File: src/ofp_regs.svh
/*
  Constants of the overfrequency protection block: timing figures, scaling,
  counting thresholds and setting defaults.
  Assumes the includer has no macros of the same names.
*/
`ifndef OFP_REGS_SVH
`define OFP_REGS_SVH

// System clock: 40 MHz, 25 ns period.
`define OFP_CLK_HZ 40000000
`define OFP_CLK_PERIOD_NS 25
// One millisecond, in ns; the trip delay counts in these units.
`define OFP_MS_NS 1000000
// Millihertz per hertz; the divide numerator is the clock rate times this.
`define OFP_MHZ_PER_HZ 36'h0003E8
// Accepted measurement window, in Hz.
`define OFP_FMIN_HZ 35
`define OFP_FMAX_HZ 75
// Consecutive valid / invalid measurements to accept / drop the frequency.
`define OFP_VALID_RUN 3'h4
`define OFP_INVALID_RUN 3'h4
// Measured values above the setting needed for a start.
`define OFP_START_RUN 3'h5
// Start drop-out hysteresis, in mHz below the start setting.
`define OFP_RESET_HYST_MHZ 18'h00065
// Start setting is in 0.01 Hz, frequency in mHz.
`define OFP_CENTI_TO_MILLI 17'h0000A
// Voltage limit is in 0.01 of rated voltage; release ratio is 8/10.
`define OFP_ULIMIT_SCALE 7'h64
`define OFP_ULIMIT_REL_NUM 4'h8
`define OFP_ULIMIT_REL_DEN 4'hA
// Setting defaults: 51.00 Hz, 0.45 rated voltage, 200 ms.
`define OFP_START_DEFAULT 13'h13EC
`define OFP_ULIMIT_DEFAULT 7'h2D
`define OFP_DELAY_DEFAULT 14'h00C8

`endif

File: src/ofp_pkg.sv
/*
  Types of the overfrequency protection block.
  Assumes nothing of its surroundings.
*/
package ofp_pkg;

  // Measurement sequencer; Gray order along idle, divide, update.
  typedef enum logic [1:0] {
    OFP_MS_IDLE = 2'h0,
    OFP_MS_DIV = 2'h1,
    OFP_MS_UPD = 2'h3
  } ofp_meas_state_t;

endpackage

File: src/ofp_serial_div.sv
/*
  Restoring serial divider, one quotient bit per clock.
  Assumes start is only given while busy is low and denom is non-zero.
*/
`timescale 1ns/10ps
`default_nettype none

module ofp_serial_div #(
  parameter int NW = 36,
  parameter int DW = 21
) (
  input wire logic clk_sys,
  input wire logic reset,
  input wire logic start,
  input wire logic [NW-1:0] numer,
  input wire logic [DW-1:0] denom,
  output logic busy,
  output logic done,
  output logic [NW-1:0] quot
);

  logic [DW:0] rem;
  logic [DW-1:0] dsr;
  logic [5:0] bits_left;
  wire [DW:0] shifted = {rem[DW-1:0], quot[NW-1]};
  wire [DW:0] trial = shifted - {1'b0, dsr};
  wire fits = ~trial[DW];

  always_ff @(posedge clk_sys)
  begin
    done <= 1'b0;
    if (reset)
    begin
      busy <= 1'b0;
      rem <= '0;
      dsr <= '0;
      quot <= '0;
      bits_left <= '0;
    end
    else if (start && !busy)
    begin
      busy <= 1'b1;
      rem <= '0;
      dsr <= denom;
      quot <= numer;
      bits_left <= 6'(NW);
    end
    else if (busy)
    begin
      rem <= fits ? trial : shifted;
      quot <= {quot[NW-2:0], fits};
      bits_left <= bits_left - 6'h01;
      if (bits_left == 6'h01)
      begin
        busy <= 1'b0;
        done <= 1'b1;
      end
    end
  end

endmodule

`default_nettype wire

File: src/ofp_overfreq.sv
/*
  Overfrequency protection: zero-crossing period timing, validity
  qualification, voltage gating with hysteresis, start and delayed trip,
  with one-cycle on/off event pulses.
  Assumes voltage samples and settings are synchronous to clk_sys and that
  settings are held within their allowed ranges by the user logic.
  CLK_HZ must match the real clock rate, or every frequency and period scales with it.
*/
// Operation
// Time period rising-to-rising and falling-to-falling at voltage zero crossings.
// Frequency from mean of both periods, recomputed at every zero crossing.
// Accept measured frequency only after four consecutive valid measurements.
// After four invalid measurements force reported frequency to zero.
// Evaluate only while voltage exceeds settable minimum limit, 0.01 steps.
// Release voltage enable only below 0.8 times the set limit.
// Assert start after five measured values above the start frequency.
// Start frequency setting 40.00 to 70.00 Hz, 0.01 Hz steps, compared.
// Drop start when frequency falls 101 mHz below the start setting.
// Trip delay 140 to 10000 ms in 1 ms steps, latency included.
// Trip delay counts from fault appearance, not from start assertion.
// Start-only setting keeps start but suppresses trip.
// Blocking input inhibits start and trip outputs.
// General start output shows the qualified overfrequency start.
// General trip asserts once the condition lasted the set delay.
// Event pulse on every on and off change of start and trip.
// Operation off holds all outputs inactive and suspends evaluation.
// Trip drops with start; delay timer restarts on each new start.
`timescale 1ns/10ps
`default_nettype none
`include "ofp_regs.svh"

module ofp_overfreq #(
  parameter int CLK_HZ = `OFP_CLK_HZ,
  parameter int MS_CYCLES = `OFP_MS_NS / `OFP_CLK_PERIOD_NS,
  parameter int PW = 21,
  parameter int VW = 16,
  parameter logic [VW-1:0] RATED_CODE = 16'h4000
) (
  input wire logic clk_sys,
  input wire logic reset,
  input wire logic sample_strobe,
  input wire logic signed [VW-1:0] volt_sample,
  input wire logic [VW-1:0] volt_level,
  input wire logic overfreq_block_in,
  input wire logic op_enable,
  input wire logic start_only,
  input wire logic [12:0] start_freq_centi,
  input wire logic [6:0] u_limit_centi,
  input wire logic [13:0] trip_delay_ms,
  output logic overfreq_general_start,
  output logic overfreq_general_trip,
  output logic start_on_event,
  output logic start_off_event,
  output logic trip_on_event,
  output logic trip_off_event,
  output logic [16:0] freq_mhz,
  output logic freq_valid,
  output logic volt_enabled
);

  // Clock rate is a parameter so a bench may scale it; window and numerator follow it.
  localparam logic [PW-1:0] PERIOD_MIN = PW'(CLK_HZ / `OFP_FMAX_HZ);
  localparam logic [PW-1:0] PERIOD_MAX = PW'(CLK_HZ / `OFP_FMIN_HZ);
  localparam logic [35:0] FREQ_NUM = 36'(CLK_HZ) * `OFP_MHZ_PER_HZ;
  localparam logic [PW-1:0] PERIOD_SAT = '1;
  localparam logic [15:0] MS_LAST = 16'(MS_CYCLES - 1);

  // Operation off acts as a held clear of every evaluation register.
  wire run_clear = reset | ~op_enable;

  ofp_pkg::ofp_meas_state_t state;
  ofp_pkg::ofp_meas_state_t next_state;

  logic prev_neg;
  logic have_sample;
  logic [PW-1:0] rise_cnt;
  logic [PW-1:0] fall_cnt;
  logic [PW-1:0] rise_period;
  logic [PW-1:0] fall_period;
  logic [1:0] rise_seen;
  logic [1:0] fall_seen;
  logic [PW-1:0] avg_period;
  logic meas_ok;
  logic [2:0] good_run;
  logic [2:0] bad_run;
  logic [2:0] over_run;
  logic [15:0] ms_presc;
  logic [13:0] fault_ms;

  // Zero-crossing detection on the sample sign.
  wire now_neg = volt_sample[VW-1];
  wire rise_x = sample_strobe & have_sample & prev_neg & ~now_neg;
  wire fall_x = sample_strobe & have_sample & ~prev_neg & now_neg;
  wire crossing = rise_x | fall_x;

  wire [PW-1:0] next_rise_period = rise_x ? rise_cnt : rise_period;
  wire [PW-1:0] next_fall_period = fall_x ? fall_cnt : fall_period;
  wire [1:0] next_rise_seen = rise_x ? {rise_seen[0], 1'b1} : rise_seen;
  wire [1:0] next_fall_seen = fall_x ? {fall_seen[0], 1'b1} : fall_seen;
  wire [PW:0] period_sum = {1'b0, next_rise_period} + {1'b0, next_fall_period};
  wire [PW-1:0] next_avg = period_sum[PW:1];
  wire periods_ready = next_rise_seen[1] & next_fall_seen[1];
  wire avg_in_range = (next_avg >= PERIOD_MIN) && (next_avg <= PERIOD_MAX);
  wire meas_usable = periods_ready & avg_in_range & volt_enabled;

  // Voltage gate with 0.8 release ratio; products kept wide enough.
  wire [VW+6:0] volt_scaled = volt_level * `OFP_ULIMIT_SCALE;
  wire [VW+6:0] limit_scaled = u_limit_centi * RATED_CODE;
  wire [VW+10:0] volt_rel = volt_scaled * `OFP_ULIMIT_REL_DEN;
  wire [VW+10:0] limit_rel = limit_scaled * `OFP_ULIMIT_REL_NUM;
  wire volt_above = volt_scaled > limit_scaled;
  wire volt_below_rel = volt_rel < limit_rel;
  wire next_volt_en = volt_enabled ? ~volt_below_rel : volt_above;

  // Frequency division.
  logic div_busy;
  logic div_done;
  logic [35:0] div_quot;
  wire div_start = (state == ofp_pkg::OFP_MS_IDLE) && crossing && meas_usable && !div_busy;

  ofp_serial_div #(
    .NW(36),
    .DW(PW)
  ) u_div (
    .clk_sys(clk_sys),
    .reset(run_clear),
    .start(div_start),
    .numer(FREQ_NUM),
    .denom(next_avg),
    .busy(div_busy),
    .done(div_done),
    .quot(div_quot)
  );

  // Measurement sequencer.
  always_comb
  begin
    next_state = state;
    case (state)
      ofp_pkg::OFP_MS_IDLE:
      begin
        if (crossing)
        begin
          next_state = meas_usable ? ofp_pkg::OFP_MS_DIV : ofp_pkg::OFP_MS_UPD;
        end
      end
      ofp_pkg::OFP_MS_DIV:
      begin
        if (div_done)
        begin
          next_state = ofp_pkg::OFP_MS_UPD;
        end
      end
      ofp_pkg::OFP_MS_UPD:
      begin
        next_state = ofp_pkg::OFP_MS_IDLE;
      end
      default:
      begin
        next_state = ofp_pkg::OFP_MS_IDLE;
      end
    endcase
  end

  // Validity qualification.
  wire upd = (state == ofp_pkg::OFP_MS_UPD);
  wire [2:0] next_good = meas_ok ? ((good_run == `OFP_VALID_RUN) ? good_run
                                     : good_run + 3'h1) : 3'h0;
  wire [2:0] next_bad = meas_ok ? 3'h0 : ((bad_run == `OFP_INVALID_RUN) ? bad_run
                                          : bad_run + 3'h1);
  wire accept_now = meas_ok && (next_good == `OFP_VALID_RUN);
  wire zero_now = ~meas_ok && (next_bad == `OFP_INVALID_RUN);
  wire [16:0] quot_freq = div_quot[16:0];
  wire [16:0] next_freq = accept_now ? quot_freq : (zero_now ? 17'h00000 : freq_mhz);
  wire next_valid = accept_now | (freq_valid & ~zero_now);

  // Start comparison with hysteresis.
  wire [16:0] start_mhz = start_freq_centi * `OFP_CENTI_TO_MILLI;
  wire above_start = next_valid && (next_freq > start_mhz);
  wire [17:0] freq_plus_hyst = {1'b0, next_freq} + `OFP_RESET_HYST_MHZ;
  wire below_reset = ~next_valid || (freq_plus_hyst <= {1'b0, start_mhz});
  wire [2:0] over_inc = (over_run == `OFP_START_RUN) ? over_run : over_run + 3'h1;
  wire [2:0] next_over = above_start ? over_inc : (below_reset ? 3'h0 : over_run);
  wire start_cond = (over_run == `OFP_START_RUN);

  // Delay timer from the first measured value above the setting.
  // The prescaler restarts with the fault, so the delay resolves to one millisecond.
  wire fault_present = (over_run != 3'h0);
  wire ms_tick = (ms_presc == MS_LAST);
  wire delay_reached = (fault_ms >= trip_delay_ms);

  wire next_start = op_enable & ~overfreq_block_in & start_cond;
  wire next_trip = next_start & ~start_only & delay_reached;

  always_ff @(posedge clk_sys)
  begin
    if (run_clear)
    begin
      state <= ofp_pkg::OFP_MS_IDLE;
      prev_neg <= 1'b0;
      have_sample <= 1'b0;
    end
    else
    begin
      state <= next_state;
      if (sample_strobe)
      begin
        prev_neg <= now_neg;
        have_sample <= 1'b1;
      end
    end
  end

  // Free-running period counters, saturated so a lost signal reads out of range.
  always_ff @(posedge clk_sys)
  begin
    if (run_clear)
    begin
      rise_cnt <= '0;
      fall_cnt <= '0;
      rise_period <= '0;
      fall_period <= '0;
      rise_seen <= 2'h0;
      fall_seen <= 2'h0;
    end
    else
    begin
      rise_cnt <= rise_x ? PW'(1) : ((rise_cnt == PERIOD_SAT) ? rise_cnt
                                      : rise_cnt + PW'(1));
      fall_cnt <= fall_x ? PW'(1) : ((fall_cnt == PERIOD_SAT) ? fall_cnt
                                      : fall_cnt + PW'(1));
      rise_period <= next_rise_period;
      fall_period <= next_fall_period;
      rise_seen <= next_rise_seen;
      fall_seen <= next_fall_seen;
    end
  end

  always_ff @(posedge clk_sys)
  begin
    if (run_clear)
    begin
      volt_enabled <= 1'b0;
    end
    else if (sample_strobe)
    begin
      volt_enabled <= next_volt_en;
    end
  end

  // A crossing that arrives while the divider runs is not measured; crossings
  // are milliseconds apart and the divide takes under forty cycles.
  always_ff @(posedge clk_sys)
  begin
    if (run_clear)
    begin
      avg_period <= '0;
      meas_ok <= 1'b0;
    end
    else if (state == ofp_pkg::OFP_MS_IDLE && crossing)
    begin
      avg_period <= next_avg;
      meas_ok <= meas_usable;
    end
  end

  always_ff @(posedge clk_sys)
  begin
    if (run_clear)
    begin
      good_run <= 3'h0;
      bad_run <= 3'h0;
      freq_mhz <= 17'h00000;
      freq_valid <= 1'b0;
      over_run <= 3'h0;
    end
    else if (upd)
    begin
      good_run <= next_good;
      bad_run <= next_bad;
      freq_mhz <= next_freq;
      freq_valid <= next_valid;
      over_run <= overfreq_block_in ? 3'h0 : next_over;
    end
    else if (overfreq_block_in)
    begin
      over_run <= 3'h0;
    end
  end

  // Timer restarts whenever the overfrequency condition is gone.
  always_ff @(posedge clk_sys)
  begin
    if (run_clear || !fault_present)
    begin
      ms_presc <= 16'h0000;
      fault_ms <= 14'h0000;
    end
    else
    begin
      ms_presc <= ms_tick ? 16'h0000 : ms_presc + 16'h0001;
      if (ms_tick && !delay_reached)
      begin
        fault_ms <= fault_ms + 14'h0001;
      end
    end
  end

  always_ff @(posedge clk_sys)
  begin
    if (reset)
    begin
      overfreq_general_start <= 1'b0;
      overfreq_general_trip <= 1'b0;
    end
    else
    begin
      overfreq_general_start <= next_start;
      overfreq_general_trip <= next_trip;
    end
  end

  // Each pulse compares the next level with the registered one, so it lines up with the change.
  always_ff @(posedge clk_sys)
  begin
    if (reset)
    begin
      start_on_event <= 1'b0;
      start_off_event <= 1'b0;
      trip_on_event <= 1'b0;
      trip_off_event <= 1'b0;
    end
    else
    begin
      start_on_event <= next_start & ~overfreq_general_start;
      start_off_event <= ~next_start & overfreq_general_start;
      trip_on_event <= next_trip & ~overfreq_general_trip;
      trip_off_event <= ~next_trip & overfreq_general_trip;
    end
  end

endmodule

`default_nettype wire

File: config.mk
export PLATFORM = sky130hd
export DESIGN_NAME = ofp_overfreq
export DESIGN_NICKNAME = d
export VERILOG_FILES = /design/src/ofp_pkg.sv /design/src/ofp_serial_div.sv /design/src/ofp_overfreq.sv
export VERILOG_INCLUDE_DIRS = /design/src
export SDC_FILE = /design/constraint.sdc
export NUM_CORES = 1
export LEC_CHECK = 0
export ABC_AREA = 1
export BUFFER_PORTS_ARGS = -buffer_cell sky130_fd_sc_hd__buf_2
export CAP_MARGIN = 30
export CELL_PAD_IN_SITES_DETAIL_PLACEMENT = 0
export CELL_PAD_IN_SITES_GLOBAL_PLACEMENT = 1
export CORE_ASPECT_RATIO = 0.8
export CORE_MARGIN = 2
export CORE_UTILIZATION = 41
export CTS_CLUSTER_SIZE = 40
export DETAILED_ROUTE_END_ITERATION = 10
export PLACE_DENSITY = 0.89
export SETUP_SLACK_MARGIN = 0.15
export SLEW_MARGIN = 20
export SYNTH_ARGS = -nofsm -noshare
export SYNTH_HDL_FRONTEND = slang
export SYNTH_SLANG_ARGS = --single-unit
File: constraint.sdc
create_clock -name clk_sys -period 5.5 [get_ports clk_sys]
set_input_delay 0.275 -clock clk_sys [delete_from_list [all_inputs] [get_ports clk_sys]]
set_output_delay 0.275 -clock clk_sys [all_outputs]
set_load 0.05 [all_outputs]
Yosys cells after proc, flatten, opt, wreduce, memory -nomap -nowiden --
Index checks and enable logic that the tools add are counted.
Word-level totals: register bits after elaboration 243, bits of input ports 72, output and inout bits 25, logic and storage cells 168
Operators by class: add/subtract/negate cells 11, $mul 3, $lt $le $gt $ge 7, equality and inequality tests 16, multiplexer cells 34, bitwise logic cells 35, reduce and logical (&&, ||, !) cells 26
Operators with widths (count):
- 36-bit 2-to-1 mux | 2
- 21-bit 2-to-1 mux | 3
- 21-bit by 1-bit adder with 21-bit output (second input constant) | 2
- 21-bit equality test (second input constant) | 2
- 17-bit 2-to-1 mux | 2
- 3-bit 2-to-1 mux | 10
- 27-bit by 24-bit less-than comparator with 1-bit output | 1
- 21-bit by 3-bit multiplier with 24-bit output (second input constant) | 1
- 23-bit by 21-bit greater-than comparator with 1-bit output | 1
- 21-bit by 21-bit adder with 22-bit output | 1
- 22-bit by 21-bit subtractor with 22-bit output | 1
- 21-bit by 20-bit greater-or-equal comparator with 1-bit output (second input constant) | 1
- 21-bit <= comparator (second input constant) | 1
- 16-bit by 5-bit multiplier with 21-bit output (second input constant) | 1
- 17-bit by 7-bit adder with 18-bit output (second input constant) | 1
- 18-bit by 17-bit <= comparator with 1-bit output | 1
- 1-bit AND | 17
- 17-bit greater-than comparator | 1
- 16-bit by 1-bit adder with 16-bit output (second input constant) | 1
- 16-bit equality test (second input constant) | 1
- 13-bit by 3-bit multiplier with 16-bit output (second input constant) | 1
- 3-bit equality test (second input constant) | 5
- 1-bit inverter | 15
- 14-bit by 1-bit adder with 14-bit output (second input constant) | 1
- 24 further kinds | 59

Depth between registers and ports, before layout --
depth after elaboration 14, depth in mapped cells 33, depth with buffers taken out 33

Cells and area by module --
Synthesis repeated with hierarchy kept, for this count alone.
Second synthesis, totals: cells, all modules 2901, area, all modules 19075.8 um^2
By module, submodules not included:
- ofp_overfreq | times used 1, cells each 2049, area an instance 13673.1 um^2, seq. area each 3143.0 um^2
- ofp_serial_div | times used 1, cells each 852, area an instance 5402.7 um^2, seq. area each 1721.7 um^2

Worst setup path before layout --
Ideal clock, no wire load.
kind input to register, start point in volt_level[2], end point reg volt_enabled, library setup time 0.117 ns, arrival time 5.402 ns, data required time 5.383 ns, path slack -0.019 ns, stages on the path 30, buffers on the path 0, cells stage by stage ha_1 -> ha_1 -> fa_1 -> ha_1 -> nand3_1 -> nand2_1 -> a21oi_1 -> o21bai_1 -> nand2_1 -> o21ai_0 -> a31oi_1 -> xor2_1 -> ha_1 -> ha_1 -> nand2_1 -> nor2_1 -> nand4_1 -> o211ai_1 -> and2_1 -> nor2_1 -> o21ai_0 -> a31oi_1 -> xnor2_1 -> ha_1 -> a21oi_1 -> o21ai_0 -> o21ai_0 -> o2111ai_1 -> nand2_1 -> nor2_1
Between the ends: longest elaborated chain between the ends 5, elaborated cells on any way between the ends 6, those cells by class 2 x mul; 2 x order compare; 1 x mux; 1 x bitwise
RTL lines:
- start, declared | line ofp_overfreq.sv:43 | input wire logic [VW-1:0] volt_level,
- 16-bit by 5-bit multiplier with 21-bit output (no line) *
- 21-bit by 3-bit multiplier with 24-bit output (no line)
- 27-bit by 24-bit less-than comparator with 1-bit output | line ofp_overfreq.sv:112 | wire volt_below_rel = volt_rel < limit_rel;
- 1-bit inverter | line ofp_overfreq.sv:113 | wire next_volt_en = volt_enabled ? ~volt_below_rel : volt_above;
- 1-bit 2-to-1 mux * | line ofp_overfreq.sv:113
- end signal, assigned | line ofp_overfreq.sv:247 | volt_enabled <= next_volt_en;
- end, declared | line ofp_overfreq.sv:58 | output logic volt_enabled
Mark *: on every way between the ends. The rest lies on a longest branch, timed or not. A chain may end at the register's enable or synchronous reset.

Worst setup path in the final report --
Same ends and word-level chain as after synthesis.

==> flow_metrics.tcl <==
set metrics [dict create \
    outcome "completed" \
    ys_types 59 \
    pwr-share-seq 0.286 \
    antenna_found_initial 0 \
    yosysSeqAreaShare 0.270 \
    synth_top_area_frac 0.270 \
    netlist_area_sq_um 18000 \
    p_int_mw 4.03 \
    yosys-top-cells-area "dfxtp_1 27%, ha_1 15%, inv_1 9.8%" \
    dr.pass1.iters 5 \
    routed_wl_microns 46100 \
    io_pins 97 \
    power_density_nw_per_um2 304 \
    min_period_over_period 0.912 \
    drive_gt1_frac 0.101 \
    grt_max_degree 72 \
    p_sw_mw 2.15 \
    drc 0 \
    drt_iter0_markers 1219 \
    syn-num-nets 2953 \
    synthCells 2644 \
    htreeDepth 1 \
    synthXorXnorAreaFrac 0.0374 \
    async_flop_share 0 \
    cts.path.max_buffers 3 \
    ir_drop_uv 266 \
    drv_slew 0 \
    min_path_type "in2reg" \
    setup_violations 0 \
    rsz0062_at_grt "false" \
    pwr-share-clk 0.296 \
    cp_data_arrival_time_ns 5.47 \
    synth_fa_ha_area_frac 0.170 \
    place_inst 3272 \
    numCtsBuffers 27 \
    criticalPathCategory "in2reg" \
    synth_simple_gate_area_share 0.262 \
    grt.total_usage 0.202 \
    cts_sinks 243 \
    layoutNonFillerInstCount 3326 \
    wl_per_cell_microns 13.9 \
    die_w_microns 238 \
    synth-main-ff-cell "dfxtp_1" \
    power_leakage_nw 10.1 \
    maxCapViolCount 0 \
    area.growth.synth_to_final_pct 12.6 \
    yosys_warnings 0 \
    routabilityCongestion 0.883 \
    holdWs_ns 0.0463 \
    crit_path_start_kind "input pin" \
    synth_mux_area_frac 0.00389 \
    synth-compound-area-share 0.141 \
    reg2reg_setup_slack_ns 0.86 \
    path_clk_slew_ns 0.06 \
    vias 16900 \
    hold_viol 0 \
    synth_top_family_by_area "simple AND/OR/NAND/NOR gates" \
    grt_pass1_vias 15678 \
    clock_latency_ns 0.56 \
    io_buffer_count 81 \
    postRouteAntennaNets 0 \
    n_antenna_cell 0 \
    post-route-min-period_ns 5.02 \
    crit_slowest_cell "fa_1" \
    grt.overflow.total 0 \
    slew_headroom 0.366 \
    max_freq_mhz 199 \
    layout_commonest_cell "inv_1" \
    power_mw 6.18 \
    required_ns 5.96 \
    rows 68 \
    pwr-share-comb 0.418 \
    grt_pass1_wl_microns 76800 \
    ys_ff_latch 243 \
    layout_common_cells "468 x inv_1, 459 x nand2_1, 306 x nor2_1" \
    yosysTopAreaCell "dfxtp_1" \
    die_area_sq_um 45700 \
    cp-end-kind "register" \
    finClkSkew_ns 0.0268 \
    nNetsFinal 3054 \
    nFillCells 4360 \
    worst_slew_pin_slew_ns 0.941 \
    syn_avg_cell_area_sq_um 6.82 \
    root_buffer "clkbuf_16" \
    core_sq_um 43300 \
    cpPeakStageDelay_ns 0.52 \
    hpwl_microns 36300 \
    synth_edf_count 0 \
    initial_utilization 0.416 \
    crit_fanout 3 \
    drt-vias-per-instance 5.08 \
    p_sw_frac 0.347 \
    fp.dieH_microns 192 \
    cts_tree "yes" \
]
## final timing paths
kind                                      start            to  cells past startpoint
worst max-delay path              volt_level[2]  volt_enabled                     31
worst min-delay path            volt_sample[15]      prev_neg                      3
worst max register to register      good_run[0]   over_run[2]                     29
worst min register to register      ms_presc[0]   ms_presc[0]                      1
## cell type report
cell class                 instances  area [sq um]  area share
clock buffer                      35           756      0.0372
clock inverter                    15           143     0.00703
inverter                         474          1780      0.0876
multi-input combinational       1862         11200       0.553
sequential                       243          4870       0.240
tap                              560           701      0.0345
timing repair buffer             137           832      0.0410
## sequential cells by signal, summed over array words and instances (netlist names), 2 cells and up
name	flops
u_div.quot	36
fall_cnt	21
fall_period	21
rise_cnt	21
rise_period	21
u_div.dsr	21
u_div.rem	21
freq_mhz	17
ms_presc	16
fault_ms	14
u_div.bits_left	6
bad_run	3
good_run	3
over_run	3
fall_seen	2
rise_seen	2
state	2
## synthesized netlist by cell type (5+ instances only)
cell type,number
inv_1,470
nand2_1,459
nor2_1,310
dfxtp_1,243
ha_1,223
o21ai_0,192
a21oi_1,186
nand3_1,107
nand4_1,57
xor2_1,49
clkbuf_1,41
nor3_1,40
or2_2,35
o211ai_1,30
xnor2_1,28
nor4_1,18
fa_1,14
nand2_2,10
buf_2,9
a31oi_1,8
nand3b_1,8
buf_6,7
mux2i_1,7
o21bai_1,7
nor2_2,6
and2_1,5
buf_1,5
nand3_2,5
nor3b_1,5
o2111ai_1,5
o21a_1,5
## through the flow
stage                     utilization  setup WS, ns  area (sq um)  setup TNS [ns]
final                           0.469         0.482         20300               0
after global placement          0.444        -0.267         19200          -0.267
after floorplan                     -         0.176         18000               0
after detailed placement        0.444        -0.391         19200          -0.391
after CTS                       0.465         0.179         20100               0
after global routing            0.469         0.124         20300               0
## cell families (layout without fill, tap and decap cells)
kind of cell | Yosys count | in the layout
adder cells (fa/ha/maj) | 237 | 237
AO/OA/AOI/OAI | 462 | 462
flip-flops | 243 | 243
multiplexers | 7 | 7
AND/OR/NAND/NOR | 1079 | 1079
buffers and inverters | 539 | 661
XOR/XNOR | 77 | 77
## layer usage
metal  routed length, microns  vias to the layer above  global-route usage  part of all wire
met1                    24300                     7697               0.309              0.53
met4                      809                        0              0.0370             0.018
met3                     2420                       53              0.0267             0.052
met2                    18600                      349               0.302              0.40
li1                         -                     8801                   -                 -
met5                        0                        -                   0                 0
## power by group through the flow
stage | sequential, mW | combinational (mW) | clock, mW
2_1_floorplan | 1.81 | 1.62 | 0
3_5_place_dp | 1.81 | 2.34 | 0
4_1_cts | 1.77 | 2.36 | 1.86
6_report | 1.77 | 2.58 | 1.83
3_3_place_gp | 1.81 | 2.30 | 0
5_1_grt | 1.77 | 2.96 | 1.94
## what timing repair did
action / 4_1_cts / 5_1_grt
endpoints found under the setup margin: 0 / 1
gates resized for setup: 0 / 25
hold buffers: 1 / 0
buffers inserted: 0 / 2
hold endpoints to repair: 1 / 0
## critical path, delay by kind of cell
kind | cells | cell delay, ns
buffers and inverters | 2 | 0.28
AND/OR/NAND/NOR | 10 | 0.85
AO/OA/AOI/OAI | 10 | 1.46
adder cells (fa/ha/maj) | 7 | 2.22
XOR/XNOR | 2 | 0.37
(Power assumes the default switching activity.)
